**src/rtl/azcfb_pkg.sv**
```systemverilog
// constants and types shared by the autozero and feedback register block
`default_nettype none
package azcfb_pkg;
  localparam int NUM_CH = 2;
  localparam int CMD_W = 32;
  localparam int RW_BIT = 31;
  localparam int ADDR_HI = 30;
  localparam int ADDR_LO = 27;
  localparam int CH_HI = 25;
  localparam int CH_LO = 24;
  localparam int LAUNCH_BIT = 23;
  localparam logic [3:0] ADDR_AUTOZERO = 4'h7;
  localparam logic [3:0] ADDR_FEEDBACK = 4'h8;
  localparam logic [1:0] CH_FIRST = 2'b01;
  localparam logic [1:0] CH_SECOND = 2'b10;
  localparam int OFFSET_W = 13;
  localparam int RAW_W = 16;
  localparam int RAW_LO = 8;
  localparam int CYC_W = 12;
  localparam int CYC_LO = 12;
  localparam int PER_W = 12;
  localparam int PER_LO = 0;
  localparam int PK_W = 8;
  localparam int PEAK_LO = 16;
  localparam int MIN_LO = 8;
  localparam int COUNT_LO = 0;
  localparam logic LAUNCH_RST = 1'b1;
  localparam logic [OFFSET_W-1:0] OFFSET_RST = 13'h0000;
  localparam logic [PK_W-1:0] PEAK_RST = 8'h00;
  localparam logic [PK_W-1:0] MIN_RST = 8'hff;
  localparam logic [PK_W-1:0] COUNT_RST = 8'h00;
  localparam int CLK_PERIOD_NS = 100;
  localparam int AZ_SETTLE_NS = 50000;
  localparam int AZ_SETTLE_CYC = (AZ_SETTLE_NS + CLK_PERIOD_NS - 1) / CLK_PERIOD_NS;
  localparam int AZ_CNT_W = 16;
  typedef enum logic [0:0] {
    AZ_IDLE = 1'b0,
    AZ_RUN = 1'b1
  } azcfb_az_state_t;
endpackage
`default_nettype wire

```
**src/rtl/azcfb_chan_if.sv**
```systemverilog
// per-channel link between register front end and feedback tracker
`timescale 1ns/1ps
`default_nettype none
interface azcfb_chan_if;
  logic rd_clr;
  logic [11:0] cyc_cur;
  logic [11:0] period;
  logic [7:0] peak;
  logic [7:0] minv;
  logic [7:0] sw_count;
  modport trk (
    input rd_clr,
    output cyc_cur,
    output period,
    output peak,
    output minv,
    output sw_count
  );
  modport regs (
    output rd_clr,
    input cyc_cur,
    input period,
    input peak,
    input minv,
    input sw_count
  );
endinterface
`default_nettype wire

```
**src/rtl/azcfb_regs.sv**
```systemverilog
// autozero and current feedback register front end
`timescale 1ns/1ps
`default_nettype none
// Function
// - command bit 31 is 0 for read and 1 for write, and every returned word has bit 31 at 0.
// - bits 25:24 select the channel, 01 first load and 10 second, and only it is served.
// - writing 1 to bit 23 of the autozero word starts calibration once the channel is disabled, 0 does nothing, reset 1.
// - a 13-bit read-only offset in bits 12:0 resets to 0 and loads at calibration end.
// - a write to the feedback register is treated as a read and stores none of its data.
// - in calibration mode bits 23:8 return the 16-bit raw current.
// - with select 0 bits 23:12 return the last switching cycle current value.
// - with select 0 bits 11:0 return the last switching period in 16-clock units.
// - reading feedback clears the cycle current and the peak current.
// - all measured feedback fields read zero while the channel is not operating.
// - with select 1 bits 23:16 return the peak over the last dither cycle.
// - with dither off the peak is the highest since the last read.
// - with select 1 bits 15:8 return the minimum, set to all ones after a read.
// - with select 1 bits 7:0 count switching cycles per dither cycle, zero if idle or off.
module azcfb_regs #(
  parameter int AZ_SETTLE_CYC = azcfb_pkg::AZ_SETTLE_CYC
) (
  input wire logic clk,
  input wire logic rst_n,
  input wire logic ce,
  input wire logic cmd_valid,
  input wire logic [azcfb_pkg::CMD_W-1:0] cmd_word,
  output logic resp_valid,
  output logic [azcfb_pkg::CMD_W-1:0] resp_word,
  input wire logic [azcfb_pkg::NUM_CH-1:0] chan_enabled,
  input wire logic [azcfb_pkg::NUM_CH-1:0] chan_operating,
  input wire logic [azcfb_pkg::NUM_CH-1:0] cal_mode,
  input wire logic [azcfb_pkg::NUM_CH-1:0] feedback_select,
  input wire logic [azcfb_pkg::NUM_CH-1:0] dither_en,
  input wire logic [azcfb_pkg::NUM_CH-1:0] sample_valid,
  input wire logic [azcfb_pkg::NUM_CH-1:0][azcfb_pkg::PK_W-1:0] sample_cur,
  input wire logic [azcfb_pkg::NUM_CH-1:0] cycle_done,
  input wire logic [azcfb_pkg::NUM_CH-1:0][azcfb_pkg::CYC_W-1:0] cycle_cur_in,
  input wire logic [azcfb_pkg::NUM_CH-1:0][azcfb_pkg::PER_W-1:0] cycle_period_in,
  input wire logic [azcfb_pkg::NUM_CH-1:0] dither_done,
  input wire logic [azcfb_pkg::NUM_CH-1:0][azcfb_pkg::RAW_W-1:0] raw_cal_cur,
  input wire logic [azcfb_pkg::NUM_CH-1:0][azcfb_pkg::OFFSET_W-1:0] offset_meas,
  output logic [azcfb_pkg::NUM_CH-1:0] offset_cal_busy
);
  import azcfb_pkg::*;
  ////////////////////////////////////////////////////////////////////////////
  // channel code decode
  function automatic logic sel_ok(input logic [1:0] sel);
    sel_ok = (sel == CH_FIRST) || (sel == CH_SECOND);
  endfunction
  function automatic logic sel_idx(input logic [1:0] sel);
    sel_idx = (sel == CH_SECOND);
  endfunction
  ////////////////////////////////////////////////////////////////////////////
  // per-channel sequencers and trackers
  azcfb_chan_if ch_if [NUM_CH] ();
  logic [NUM_CH-1:0] launch;
  logic [NUM_CH-1:0] rd_clr;
  logic [NUM_CH-1:0] pend;
  logic [OFFSET_W-1:0] off_val [NUM_CH];
  logic [CYC_W-1:0] fb_cyc [NUM_CH];
  logic [PER_W-1:0] fb_per [NUM_CH];
  logic [PK_W-1:0] fb_peak [NUM_CH];
  logic [PK_W-1:0] fb_min [NUM_CH];
  logic [PK_W-1:0] fb_cnt [NUM_CH];
  for (genvar g = 0; g < NUM_CH; g++) begin : g_ch
    azcfb_offset_cal #(
      .SETTLE_CYC(AZ_SETTLE_CYC)
    ) u_cal (
      .clk(clk),
      .rst_n(rst_n),
      .ce(ce),
      .launch(launch[g]),
      .chan_enabled(chan_enabled[g]),
      .offset_meas(offset_meas[g]),
      .launch_pending(pend[g]),
      .busy(offset_cal_busy[g]),
      .offset_value(off_val[g])
    );
    azcfb_fb_track u_trk (
      .clk(clk),
      .rst_n(rst_n),
      .ce(ce),
      .dither_en(dither_en[g]),
      .sample_valid(sample_valid[g]),
      .sample_cur(sample_cur[g]),
      .cycle_done(cycle_done[g]),
      .cycle_cur_in(cycle_cur_in[g]),
      .cycle_period_in(cycle_period_in[g]),
      .dither_done(dither_done[g]),
      .bus(ch_if[g])
    );
    assign ch_if[g].rd_clr = rd_clr[g];
    assign fb_cyc[g] = ch_if[g].cyc_cur;
    assign fb_per[g] = ch_if[g].period;
    assign fb_peak[g] = ch_if[g].peak;
    assign fb_min[g] = ch_if[g].minv;
    assign fb_cnt[g] = ch_if[g].sw_count;
  end
  ////////////////////////////////////////////////////////////////////////////
  // command decode
  logic cmd_rw;
  logic [3:0] cmd_addr;
  logic [1:0] cmd_sel;
  logic cmd_ch_ok;
  logic cmd_idx;
  assign cmd_rw = cmd_word[RW_BIT];
  assign cmd_addr = cmd_word[ADDR_HI:ADDR_LO];
  assign cmd_sel = cmd_word[CH_HI:CH_LO];
  assign cmd_ch_ok = sel_ok(cmd_sel);
  assign cmd_idx = sel_idx(cmd_sel);
  always_comb begin
    launch = '0;
    rd_clr = '0;
    if (cmd_valid && cmd_ch_ok) begin
      if (cmd_addr == ADDR_AUTOZERO && cmd_rw && cmd_word[LAUNCH_BIT]) begin
        launch[cmd_idx] = 1'b1;
      end
      if (cmd_addr == ADDR_FEEDBACK) begin
        rd_clr[cmd_idx] = 1'b1;
      end
    end
  end
  ////////////////////////////////////////////////////////////////////////////
  // response snapshot
  logic resp_valid_r, resp_valid_nxt;
  logic [CMD_W-1:0] resp_r, resp_nxt;
  always_comb begin
    resp_valid_nxt = cmd_valid;
    resp_nxt = resp_r;
    if (cmd_valid) begin
      resp_nxt = '0;
      resp_nxt[ADDR_HI:ADDR_LO] = cmd_addr;
      resp_nxt[RW_BIT] = 1'b0;
      resp_nxt[CH_HI:CH_LO] = cmd_sel;
      if (cmd_ch_ok) begin
        if (cmd_addr == ADDR_AUTOZERO) begin
          resp_nxt[LAUNCH_BIT] = pend[cmd_idx] || launch[cmd_idx];
          resp_nxt[OFFSET_W-1:0] = off_val[cmd_idx];
        end else if (cmd_addr == ADDR_FEEDBACK && chan_operating[cmd_idx]) begin
          if (cal_mode[cmd_idx]) begin
            resp_nxt[RAW_LO +: RAW_W] = raw_cal_cur[cmd_idx];
          end else if (!feedback_select[cmd_idx]) begin
            resp_nxt[CYC_LO +: CYC_W] = fb_cyc[cmd_idx];
            resp_nxt[PER_LO +: PER_W] = fb_per[cmd_idx];
          end else begin
            resp_nxt[PEAK_LO +: PK_W] = fb_peak[cmd_idx];
            resp_nxt[MIN_LO +: PK_W] = fb_min[cmd_idx];
            if (dither_en[cmd_idx]) begin
              resp_nxt[COUNT_LO +: PK_W] = fb_cnt[cmd_idx];
            end
          end
        end
      end
    end
  end
  always_ff @(posedge clk) begin
    if (!rst_n) begin
      resp_valid_r <= 1'b0;
      resp_r <= '0;
    end else if (ce) begin
      resp_valid_r <= resp_valid_nxt;
      resp_r <= resp_nxt;
    end
  end
  assign resp_valid = resp_valid_r;
  assign resp_word = resp_r;
  ////////////////////////////////////////////////////////////////////////////
  // checks
  property p_resp_dir_zero;
    @(posedge clk) disable iff (!rst_n)
    resp_valid |-> (resp_word[RW_BIT] == 1'b0);
  endproperty
  a_resp_dir_zero: assert property (p_resp_dir_zero)
    else $error("returned word has direction bit set");
  property p_resp_channel;
    @(posedge clk) disable iff (!rst_n)
    (ce && cmd_valid) |=> resp_valid && (resp_word[CH_HI:CH_LO] == $past(cmd_sel));
  endproperty
  a_resp_channel: assert property (p_resp_channel)
    else $error("response missing or reports wrong channel");
  property p_bad_channel_quiet;
    @(posedge clk) disable iff (!rst_n)
    (cmd_valid && !cmd_ch_ok) |-> (launch == '0) && (rd_clr == '0);
  endproperty
  a_bad_channel_quiet: assert property (p_bad_channel_quiet)
    else $error("unselected channel acted on");
  property p_launch_sets;
    @(posedge clk) disable iff (!rst_n)
    (ce && cmd_valid && cmd_ch_ok && cmd_rw && cmd_addr == ADDR_AUTOZERO
      && cmd_word[LAUNCH_BIT]) |=> pend[$past(cmd_idx)];
  endproperty
  a_launch_sets: assert property (p_launch_sets)
    else $error("start write did not request calibration");
  property p_fb_no_write;
    @(posedge clk) disable iff (!rst_n)
    (cmd_valid && cmd_addr == ADDR_FEEDBACK) |-> (launch == '0);
  endproperty
  a_fb_no_write: assert property (p_fb_no_write)
    else $error("feedback write had an effect");
  property p_idle_reads_zero;
    @(posedge clk) disable iff (!rst_n)
    (ce && cmd_valid && cmd_ch_ok && cmd_addr == ADDR_FEEDBACK && !chan_operating[cmd_idx])
      |=> (resp_word[23:0] == 24'h000000);
  endproperty
  a_idle_reads_zero: assert property (p_idle_reads_zero)
    else $error("idle channel returned nonzero feedback");
  property p_snapshot_before_clear;
    @(posedge clk) disable iff (!rst_n)
    (ce && cmd_valid && cmd_ch_ok && cmd_addr == ADDR_FEEDBACK && chan_operating[cmd_idx]
      && !cal_mode[cmd_idx] && feedback_select[cmd_idx])
      |=> (resp_word[PEAK_LO +: PK_W] == $past(fb_peak[cmd_idx]));
  endproperty
  a_snapshot_before_clear: assert property (p_snapshot_before_clear)
    else $error("peak returned after clearing");
  property p_az_read_offset;
    @(posedge clk) disable iff (!rst_n)
    (ce && cmd_valid && cmd_ch_ok && cmd_addr == ADDR_AUTOZERO)
      |=> (resp_word[OFFSET_W-1:0] == $past(off_val[cmd_idx]));
  endproperty
  a_az_read_offset: assert property (p_az_read_offset)
    else $error("autozero read returned wrong offset");
  property p_raw_readback;
    @(posedge clk) disable iff (!rst_n)
    (ce && cmd_valid && cmd_ch_ok && cmd_addr == ADDR_FEEDBACK && chan_operating[cmd_idx]
      && cal_mode[cmd_idx])
      |=> (resp_word[RAW_LO +: RAW_W] == $past(raw_cal_cur[cmd_idx]));
  endproperty
  a_raw_readback: assert property (p_raw_readback)
    else $error("raw calibration current not returned");
  property p_cycle_snapshot;
    @(posedge clk) disable iff (!rst_n)
    (ce && cmd_valid && cmd_ch_ok && cmd_addr == ADDR_FEEDBACK && chan_operating[cmd_idx]
      && !cal_mode[cmd_idx] && !feedback_select[cmd_idx])
      |=> (resp_word[CYC_LO +: CYC_W] == $past(fb_cyc[cmd_idx]))
          && (resp_word[PER_LO +: PER_W] == $past(fb_per[cmd_idx]));
  endproperty
  a_cycle_snapshot: assert property (p_cycle_snapshot)
    else $error("cycle current or period not returned before clearing");
  property p_count_dither_off;
    @(posedge clk) disable iff (!rst_n)
    (ce && cmd_valid && cmd_ch_ok && cmd_addr == ADDR_FEEDBACK && chan_operating[cmd_idx]
      && !cal_mode[cmd_idx] && feedback_select[cmd_idx] && !dither_en[cmd_idx])
      |=> (resp_word[COUNT_LO +: PK_W] == 8'h00);
  endproperty
  a_count_dither_off: assert property (p_count_dither_off)
    else $error("switching count nonzero with dither off");
endmodule
`default_nettype wire

```
**src/rtl/azcfb_offset_cal.sv**
```systemverilog
// per-channel offset calibration sequencer
`timescale 1ns/1ps
`default_nettype none
module azcfb_offset_cal #(
  parameter int SETTLE_CYC = azcfb_pkg::AZ_SETTLE_CYC
) (
  input wire logic clk,
  input wire logic rst_n,
  input wire logic ce,
  input wire logic launch,
  input wire logic chan_enabled,
  input wire logic [azcfb_pkg::OFFSET_W-1:0] offset_meas,
  output logic launch_pending,
  output logic busy,
  output logic [azcfb_pkg::OFFSET_W-1:0] offset_value
);
  import azcfb_pkg::*;
  localparam logic [AZ_CNT_W-1:0] LAST = AZ_CNT_W'(SETTLE_CYC - 1);
  azcfb_az_state_t state_r, state_nxt;
  logic pend_r, pend_nxt;
  logic [AZ_CNT_W-1:0] cnt_r, cnt_nxt;
  logic [OFFSET_W-1:0] off_r, off_nxt;
  ////////////////////////////////////////////////////////////////////////////
  always_comb begin
    state_nxt = state_r;
    pend_nxt = pend_r;
    cnt_nxt = cnt_r;
    off_nxt = off_r;
    case (state_r)
      AZ_IDLE: begin
        if (pend_r && !chan_enabled) begin
          state_nxt = AZ_RUN;
          cnt_nxt = '0;
        end
      end
      AZ_RUN: begin
        if (chan_enabled) begin
          state_nxt = AZ_IDLE;
        end else if (cnt_r == LAST) begin
          state_nxt = AZ_IDLE;
          off_nxt = offset_meas;
          pend_nxt = 1'b0;
        end else begin
          cnt_nxt = cnt_r + 1'b1;
        end
      end
      default: begin
        state_nxt = AZ_IDLE;
      end
    endcase
    if (launch) begin
      pend_nxt = 1'b1;
    end
  end
  always_ff @(posedge clk) begin
    if (!rst_n) begin
      state_r <= AZ_IDLE;
      pend_r <= LAUNCH_RST;
      cnt_r <= '0;
      off_r <= OFFSET_RST;
    end else if (ce) begin
      state_r <= state_nxt;
      pend_r <= pend_nxt;
      cnt_r <= cnt_nxt;
      off_r <= off_nxt;
    end
  end
  assign launch_pending = pend_r;
  assign busy = (state_r == AZ_RUN);
  assign offset_value = off_r;
  ////////////////////////////////////////////////////////////////////////////
  property p_offset_capture;
    @(posedge clk) disable iff (!rst_n)
    (ce && state_r == AZ_RUN && !chan_enabled && cnt_r == LAST)
      |=> (offset_value == $past(offset_meas)) && (launch_pending == $past(launch));
  endproperty
  a_offset_capture: assert property (p_offset_capture)
    else $error("offset not captured at end of calibration");
  property p_abort_enabled;
    @(posedge clk) disable iff (!rst_n)
    (ce && busy && chan_enabled) |=> !busy && $stable(offset_value);
  endproperty
  a_abort_enabled: assert property (p_abort_enabled)
    else $error("calibration kept running on enabled channel");
endmodule
`default_nettype wire

```
**src/rtl/azcfb_fb_track.sv**
```systemverilog
// per-channel feedback tracker with clear-on-read
`timescale 1ns/1ps
`default_nettype none
module azcfb_fb_track (
  input wire logic clk,
  input wire logic rst_n,
  input wire logic ce,
  input wire logic dither_en,
  input wire logic sample_valid,
  input wire logic [azcfb_pkg::PK_W-1:0] sample_cur,
  input wire logic cycle_done,
  input wire logic [azcfb_pkg::CYC_W-1:0] cycle_cur_in,
  input wire logic [azcfb_pkg::PER_W-1:0] cycle_period_in,
  input wire logic dither_done,
  azcfb_chan_if.trk bus
);
  import azcfb_pkg::*;
  function automatic logic [PK_W-1:0] max8(input logic [PK_W-1:0] a, input logic [PK_W-1:0] b);
    max8 = (a > b) ? a : b;
  endfunction
  function automatic logic [PK_W-1:0] min8(input logic [PK_W-1:0] a, input logic [PK_W-1:0] b);
    min8 = (a < b) ? a : b;
  endfunction
  logic [CYC_W-1:0] cyc_r, cyc_nxt;
  logic [PER_W-1:0] per_r, per_nxt;
  logic [PK_W-1:0] peak_r, peak_nxt, min_r, min_nxt, cnt_r, cnt_nxt;
  logic [PK_W-1:0] rmax_r, rmax_nxt, rmin_r, rmin_nxt, rcnt_r, rcnt_nxt;
  ////////////////////////////////////////////////////////////////////////////
  always_comb begin
    cyc_nxt = cyc_r;
    per_nxt = per_r;
    peak_nxt = peak_r;
    min_nxt = min_r;
    cnt_nxt = cnt_r;
    rmax_nxt = rmax_r;
    rmin_nxt = rmin_r;
    rcnt_nxt = rcnt_r;
    if (bus.rd_clr) begin
      cyc_nxt = '0;
      peak_nxt = PEAK_RST;
      min_nxt = MIN_RST;
      cnt_nxt = COUNT_RST;
    end
    if (cycle_done) begin
      cyc_nxt = cycle_cur_in;
      per_nxt = cycle_period_in;
      if (rcnt_r != 8'hff) begin
        rcnt_nxt = rcnt_r + 1'b1;
      end
    end
    if (dither_en) begin
      if (sample_valid) begin
        rmax_nxt = max8(rmax_r, sample_cur);
        rmin_nxt = min8(rmin_r, sample_cur);
      end
      if (dither_done) begin
        peak_nxt = rmax_nxt;
        min_nxt = rmin_nxt;
        cnt_nxt = rcnt_nxt;
        rmax_nxt = PEAK_RST;
        rmin_nxt = MIN_RST;
        rcnt_nxt = COUNT_RST;
      end
    end else begin
      if (sample_valid) begin
        peak_nxt = max8(peak_nxt, sample_cur);
        min_nxt = min8(min_nxt, sample_cur);
      end
      rmax_nxt = PEAK_RST;
      rmin_nxt = MIN_RST;
      rcnt_nxt = COUNT_RST;
      cnt_nxt = COUNT_RST;
    end
  end
  always_ff @(posedge clk) begin
    if (!rst_n) begin
      cyc_r <= '0;
      per_r <= '0;
      peak_r <= PEAK_RST;
      min_r <= MIN_RST;
      cnt_r <= COUNT_RST;
      rmax_r <= PEAK_RST;
      rmin_r <= MIN_RST;
      rcnt_r <= COUNT_RST;
    end else if (ce) begin
      cyc_r <= cyc_nxt;
      per_r <= per_nxt;
      peak_r <= peak_nxt;
      min_r <= min_nxt;
      cnt_r <= cnt_nxt;
      rmax_r <= rmax_nxt;
      rmin_r <= rmin_nxt;
      rcnt_r <= rcnt_nxt;
    end
  end
  assign bus.cyc_cur = cyc_r;
  assign bus.period = per_r;
  assign bus.peak = peak_r;
  assign bus.minv = min_r;
  assign bus.sw_count = cnt_r;
  ////////////////////////////////////////////////////////////////////////////
  property p_read_clears;
    @(posedge clk) disable iff (!rst_n)
    (ce && bus.rd_clr && !sample_valid && !cycle_done && !dither_done)
      |=> (bus.peak == 8'h00) && (bus.minv == 8'hff) && (bus.cyc_cur == 12'h000)
          && (bus.sw_count == 8'h00);
  endproperty
  a_read_clears: assert property (p_read_clears)
    else $error("feedback fields not reset after read");
  property p_peak_tracks;
    @(posedge clk) disable iff (!rst_n)
    (ce && !dither_en && sample_valid) |=> (bus.peak >= $past(sample_cur))
      && (bus.minv <= $past(sample_cur));
  endproperty
  a_peak_tracks: assert property (p_peak_tracks)
    else $error("peak or minimum missed a sample");
endmodule
`default_nettype wire

```
**config.mk**
```make
export PLATFORM = sky130hd
export DESIGN_NAME = azcfb_regs
export DESIGN_NICKNAME = d
export VERILOG_FILES = /design/src/rtl/azcfb_pkg.sv /design/src/rtl/azcfb_chan_if.sv /design/src/rtl/azcfb_regs.sv /design/src/rtl/azcfb_offset_cal.sv /design/src/rtl/azcfb_fb_track.sv
export SDC_FILE = /design/constraint.sdc
export NUM_CORES = 1
export LEC_CHECK = 0
export BUFFER_PORTS_ARGS = -buffer_cell sky130_fd_sc_hd__buf_2
export CAP_MARGIN = 5
export CORE_MARGIN = 1
export CORE_UTILIZATION = 42
export DETAILED_ROUTE_END_ITERATION = 10
export HOLD_SLACK_MARGIN = 0.03
export PLACE_DENSITY = 0.68
export SYNTH_ARGS = -nofsm -noshare
export SYNTH_HDL_FRONTEND = slang
export SYNTH_SLANG_ARGS = --single-unit
```
**constraint.sdc**
```tcl
create_clock -name clk -period 3.55 [get_ports clk]
set_input_delay 0.1775 -clock clk [delete_from_list [all_inputs] [get_ports clk]]
set_output_delay 0.1775 -clock clk [all_outputs]
set_load 0.05 [all_outputs]
```
==> results.sh <==
export IMPL_outcome="finished clean"
export IMPL_final_core_util=0.539
export IMPL_crit_type="input port to flop"
export IMPL_drive_above_1_share=0.176
export IMPL_initial_utilization=0.432
export IMPL_drv_slew=0
export IMPL_port_buffers=182
export IMPL_design_area_um2=16700
export IMPL_synth_compound_area_frac=0.219
export IMPL_maxCapViolations=0
export IMPL_cp_data_arrival_time_ps=3740
export IMPL_whs_ps=40.9
export IMPL_grt_overflow=0
export IMPL_grt_antenna_before_repair=2
export IMPL_ys_seq_elements=237
export IMPL_worstHoldPathCells=3
export IMPL_yosysTopAreaCell="dfxtp_1"
export IMPL_cts_tree="built"
export IMPL_synth_top_family_by_area="compound AO/OA/AOI/OAI gates"
export IMPL_synth_area_leaders="dfxtp_1, ha_1, nand2_1, mux2i_1, nor2b_1"
export IMPL_grt_setup_unrepaired="false"
export IMPL_cellPowerDensity_nw_per_um2=416
export IMPL_critPathLaunchType="input port"
export IMPL_yosysUniqueCellTypes=77
export IMPL_avgRoutedWirePerCell_um=18.8
export IMPL_synth_main_ff_cell="dfxtp_1"
export IMPL_worst_path_max_fanout=25
export IMPL_h_tree_depth=1
export IMPL_dpl_hpwl_mm=29.6
export IMPL_path_cells="dlygate4sd3_1 -> buf_2 -> or4b_4 -> nor4_4 -> buf_12 -> nor2_1 -> ha_1 -> nor2b_1 -> o211ai_1 -> a21oi_1 -> o211ai_1 -> a22o_1 -> o41a_1"
export IMPL_worstMarginPinSlew_ps=1160
export IMPL_place_gp_congestion=0.923
export IMPL_synth_xor_area_share=0.0236
export IMPL_clock_skew_ps=23.4
export IMPL_crit_buf_inv=3
export IMPL_crit_path_end_kind="flop"
export IMPL_ys_warn_count=0
export IMPL_clock_sinks=237
export IMPL_syn_inst=1540
export IMPL_max_freq_ghz=0.302
export IMPL_die_w_um=180
export IMPL_yosysTopAreaCellShare=0.356
export IMPL_cts_resized_gates=0
export IMPL_cpLargestDelayFamily="compound AO/OA/AOI/OAI gates"
export IMPL_wl_mm=41.6
export IMPL_core_rowCount=64
export IMPL_grt_pass1_wl_mm=65.9
export IMPL_fin_nets=2032
export IMPL_synth_edf_count=0
export IMPL_clk_latency_ps=550
export IMPL_hold_buffers=97
export IMPL_ys_seq_area_frac=0.356
export IMPL_synthToLayoutAreaGrowth_pct=24.8
export IMPL_crit_top_cell="o211ai_1"
export IMPL_vias_per_cell=5.72
export IMPL_syn_avg_cell_area_um2=8.66
export IMPL_ir_drop_v=0.000363
export IMPL_cts_root_buf="clkbuf_16"
export IMPL_core_um2=30900
export IMPL_p_leak_nw=6.87
export IMPL_clk_pin_slew_ps=60
export IMPL_slew_headroom=0.225
export IMPL_die_area_um2=32500
export IMPL_slowest_stage="or4b_4"
export IMPL_crit_cells=13
export IMPL_drc=0
export IMPL_synth_async_reset_ratio=0
export IMPL_finalHoldViolCount=0
export IMPL_cpPeakStageDelay_ps=590
export IMPL_dr_total_vias=12700
export IMPL_cts_buffers=28
export IMPL_cts_setup_buffers=0
export IMPL_ant_nets=0
export IMPL_synthAdderAreaFrac=0.0610
export IMPL_grt_max_degree=82
export IMPL_grt_pass1_vias=12400
export IMPL_track_usage=0.251
export IMPL_yosys_area_share_simple=0.202
export IMPL_cts_buffer_depth=3
export IMPL_place_area_um2=14700
export IMPL_post_route_min_period_ps=3310
export IMPL_rr_worst_depth=9
export IMPL_setup_tns_ps=0
export IMPL_setup_viol=0
export IMPL_min_path_type="input port to flop"
export IMPL_dr_pass1_iters=6
export IMPL_drt_iter0_drc=947
export IMPL_critPathRequiredTime_ps=3980
export IMPL_die_height_um=180
export IMPL_io_pins=209
export IMPL_synth_area_mux_share=0.0980
export IMPL_period_share=0.932
export IMPL_syn_cell_area_um2=13300
==> tightest hold or removal path: cells and delay by family <==
family | cells | cell delay, ps
buf+inv | 1 | 90
compound gates | 1 | 120
simple gates | 1 | 120
==> metal layers <==
metal  routed length (um)  part of all wire  global-route usage  vias to the layer above
li1                     -                 -                   -                     6098
met5                    0                 0                   0                        -
met3                 2120             0.051              0.0333                      107
met4                 1570             0.038              0.0985                        0
met2                19800              0.48               0.426                      424
met1                18100              0.44               0.322                     6027
==> power by group <==
| group | internal (mW) | switching [mW] | leakage, nW |
|---|---|---|---|
| clock network | 1.89 | 1.17 | 0.495 |
| logic | 0.472 | 0.594 | 4.45 |
| registers | 2.74 | 0.0616 | 1.93 |
| total | 5.10 | 1.83 | 6.87 |
==> synthesized netlist by cell type, drive strengths merged, types with 15 or more instances <==
cell type / count
a21boi: 37
a21oi: 48
a22o: 38
a22oi: 44
and2: 28
and3: 19
buf: 20
clkbuf: 68
dfxtp: 237
ha: 65
inv: 48
mux2: 18
mux2i: 74
mux4: 16
nand2: 209
nand3: 33
nand4: 19
nor2: 103
nor2b: 88
o211ai: 39
o21a: 15
o21ai: 63
o22a: 15
o22ai: 26
xor2: 26
==> layout make-up <==
class / count / area, um^2
diodes: 2 / 5.00
clock buffers: 40 / 857
clock inverters: 12 / 140
fillers: 2743 / 14300
inverters: 48 / 180
multi-input cells: 1168 / 8090
flip-flops and latches: 237 / 4740
well taps: 396 / 495
repair buffers: 310 / 2140
==> path summary, 6_finish.rpt <==
kind / from / slack, ps / endpoint
worst max-delay path: cmd_word[27] / 240 / g_ch[1].u_trk.bus.peak[7]
worst min-delay path: cmd_word[23] / 40 / g_ch[0].u_cal.launch_pending
worst max register to register: g_ch[1].u_trk.bus.minv[3] / 1060 / g_ch[1].u_trk.bus.minv[6]
worst min register to register: g_ch[1].u_trk.bus.period[8] / 460 / g_ch[1].u_trk.bus.period[8]
==> registers in the layout (all words and copies together) (netlist names), 16 cells and up <==
name	cells
g_ch.u_cal.cnt_r	32
resp_word	30
g_ch.u_cal.offset_value	26
g_ch.u_trk.bus.cyc_cur	24
g_ch.u_trk.bus.period	24
g_ch.u_trk.bus.minv	16
g_ch.u_trk.bus.peak	16
g_ch.u_trk.bus.sw_count	16
g_ch.u_trk.rcnt_r	16
g_ch.u_trk.rmax_r	16
g_ch.u_trk.rmin_r	16
==> cells in the final DEF (no fill, tap or decap), drive strengths merged, types with 39 or more instances in the layout <==
cell type	instances
dfxtp	237
buf	213
nand2	209
nor2	103
dlygate4sd3	97
nor2b	88
mux2i	74
ha	65
o21ai	63
inv	48
a21oi	48
a22oi	44
clkbuf	40
o211ai	39
==> logic make-up (layout without fill, tap and decap cells) <==
logic type / count (synthesis) / after routing
flip-flops: 237 / 237
multiplexers: 108 / 108
AND/OR/NAND/NOR: 554 / 554
XOR/XNOR: 36 / 36
other: 1 / 4
buffers and inverters: 136 / 410
AO/OA/AOI/OAI: 403 / 403
adder cells (fa/ha/maj): 65 / 65
==> per-stage QoR <==
stage          setup WS, ps  total power [mW]  cells
3_5_place_dp            245              3.82   2062
6_report                242              6.93   2213
5_1_grt                52.2              7.18   2213
2_1_floorplan           553              3.49   1541
4_1_cts                 248              6.96   2211
3_3_place_gp            283              3.80   2062
No activity file was read; power rests on OpenSTA's default activity.
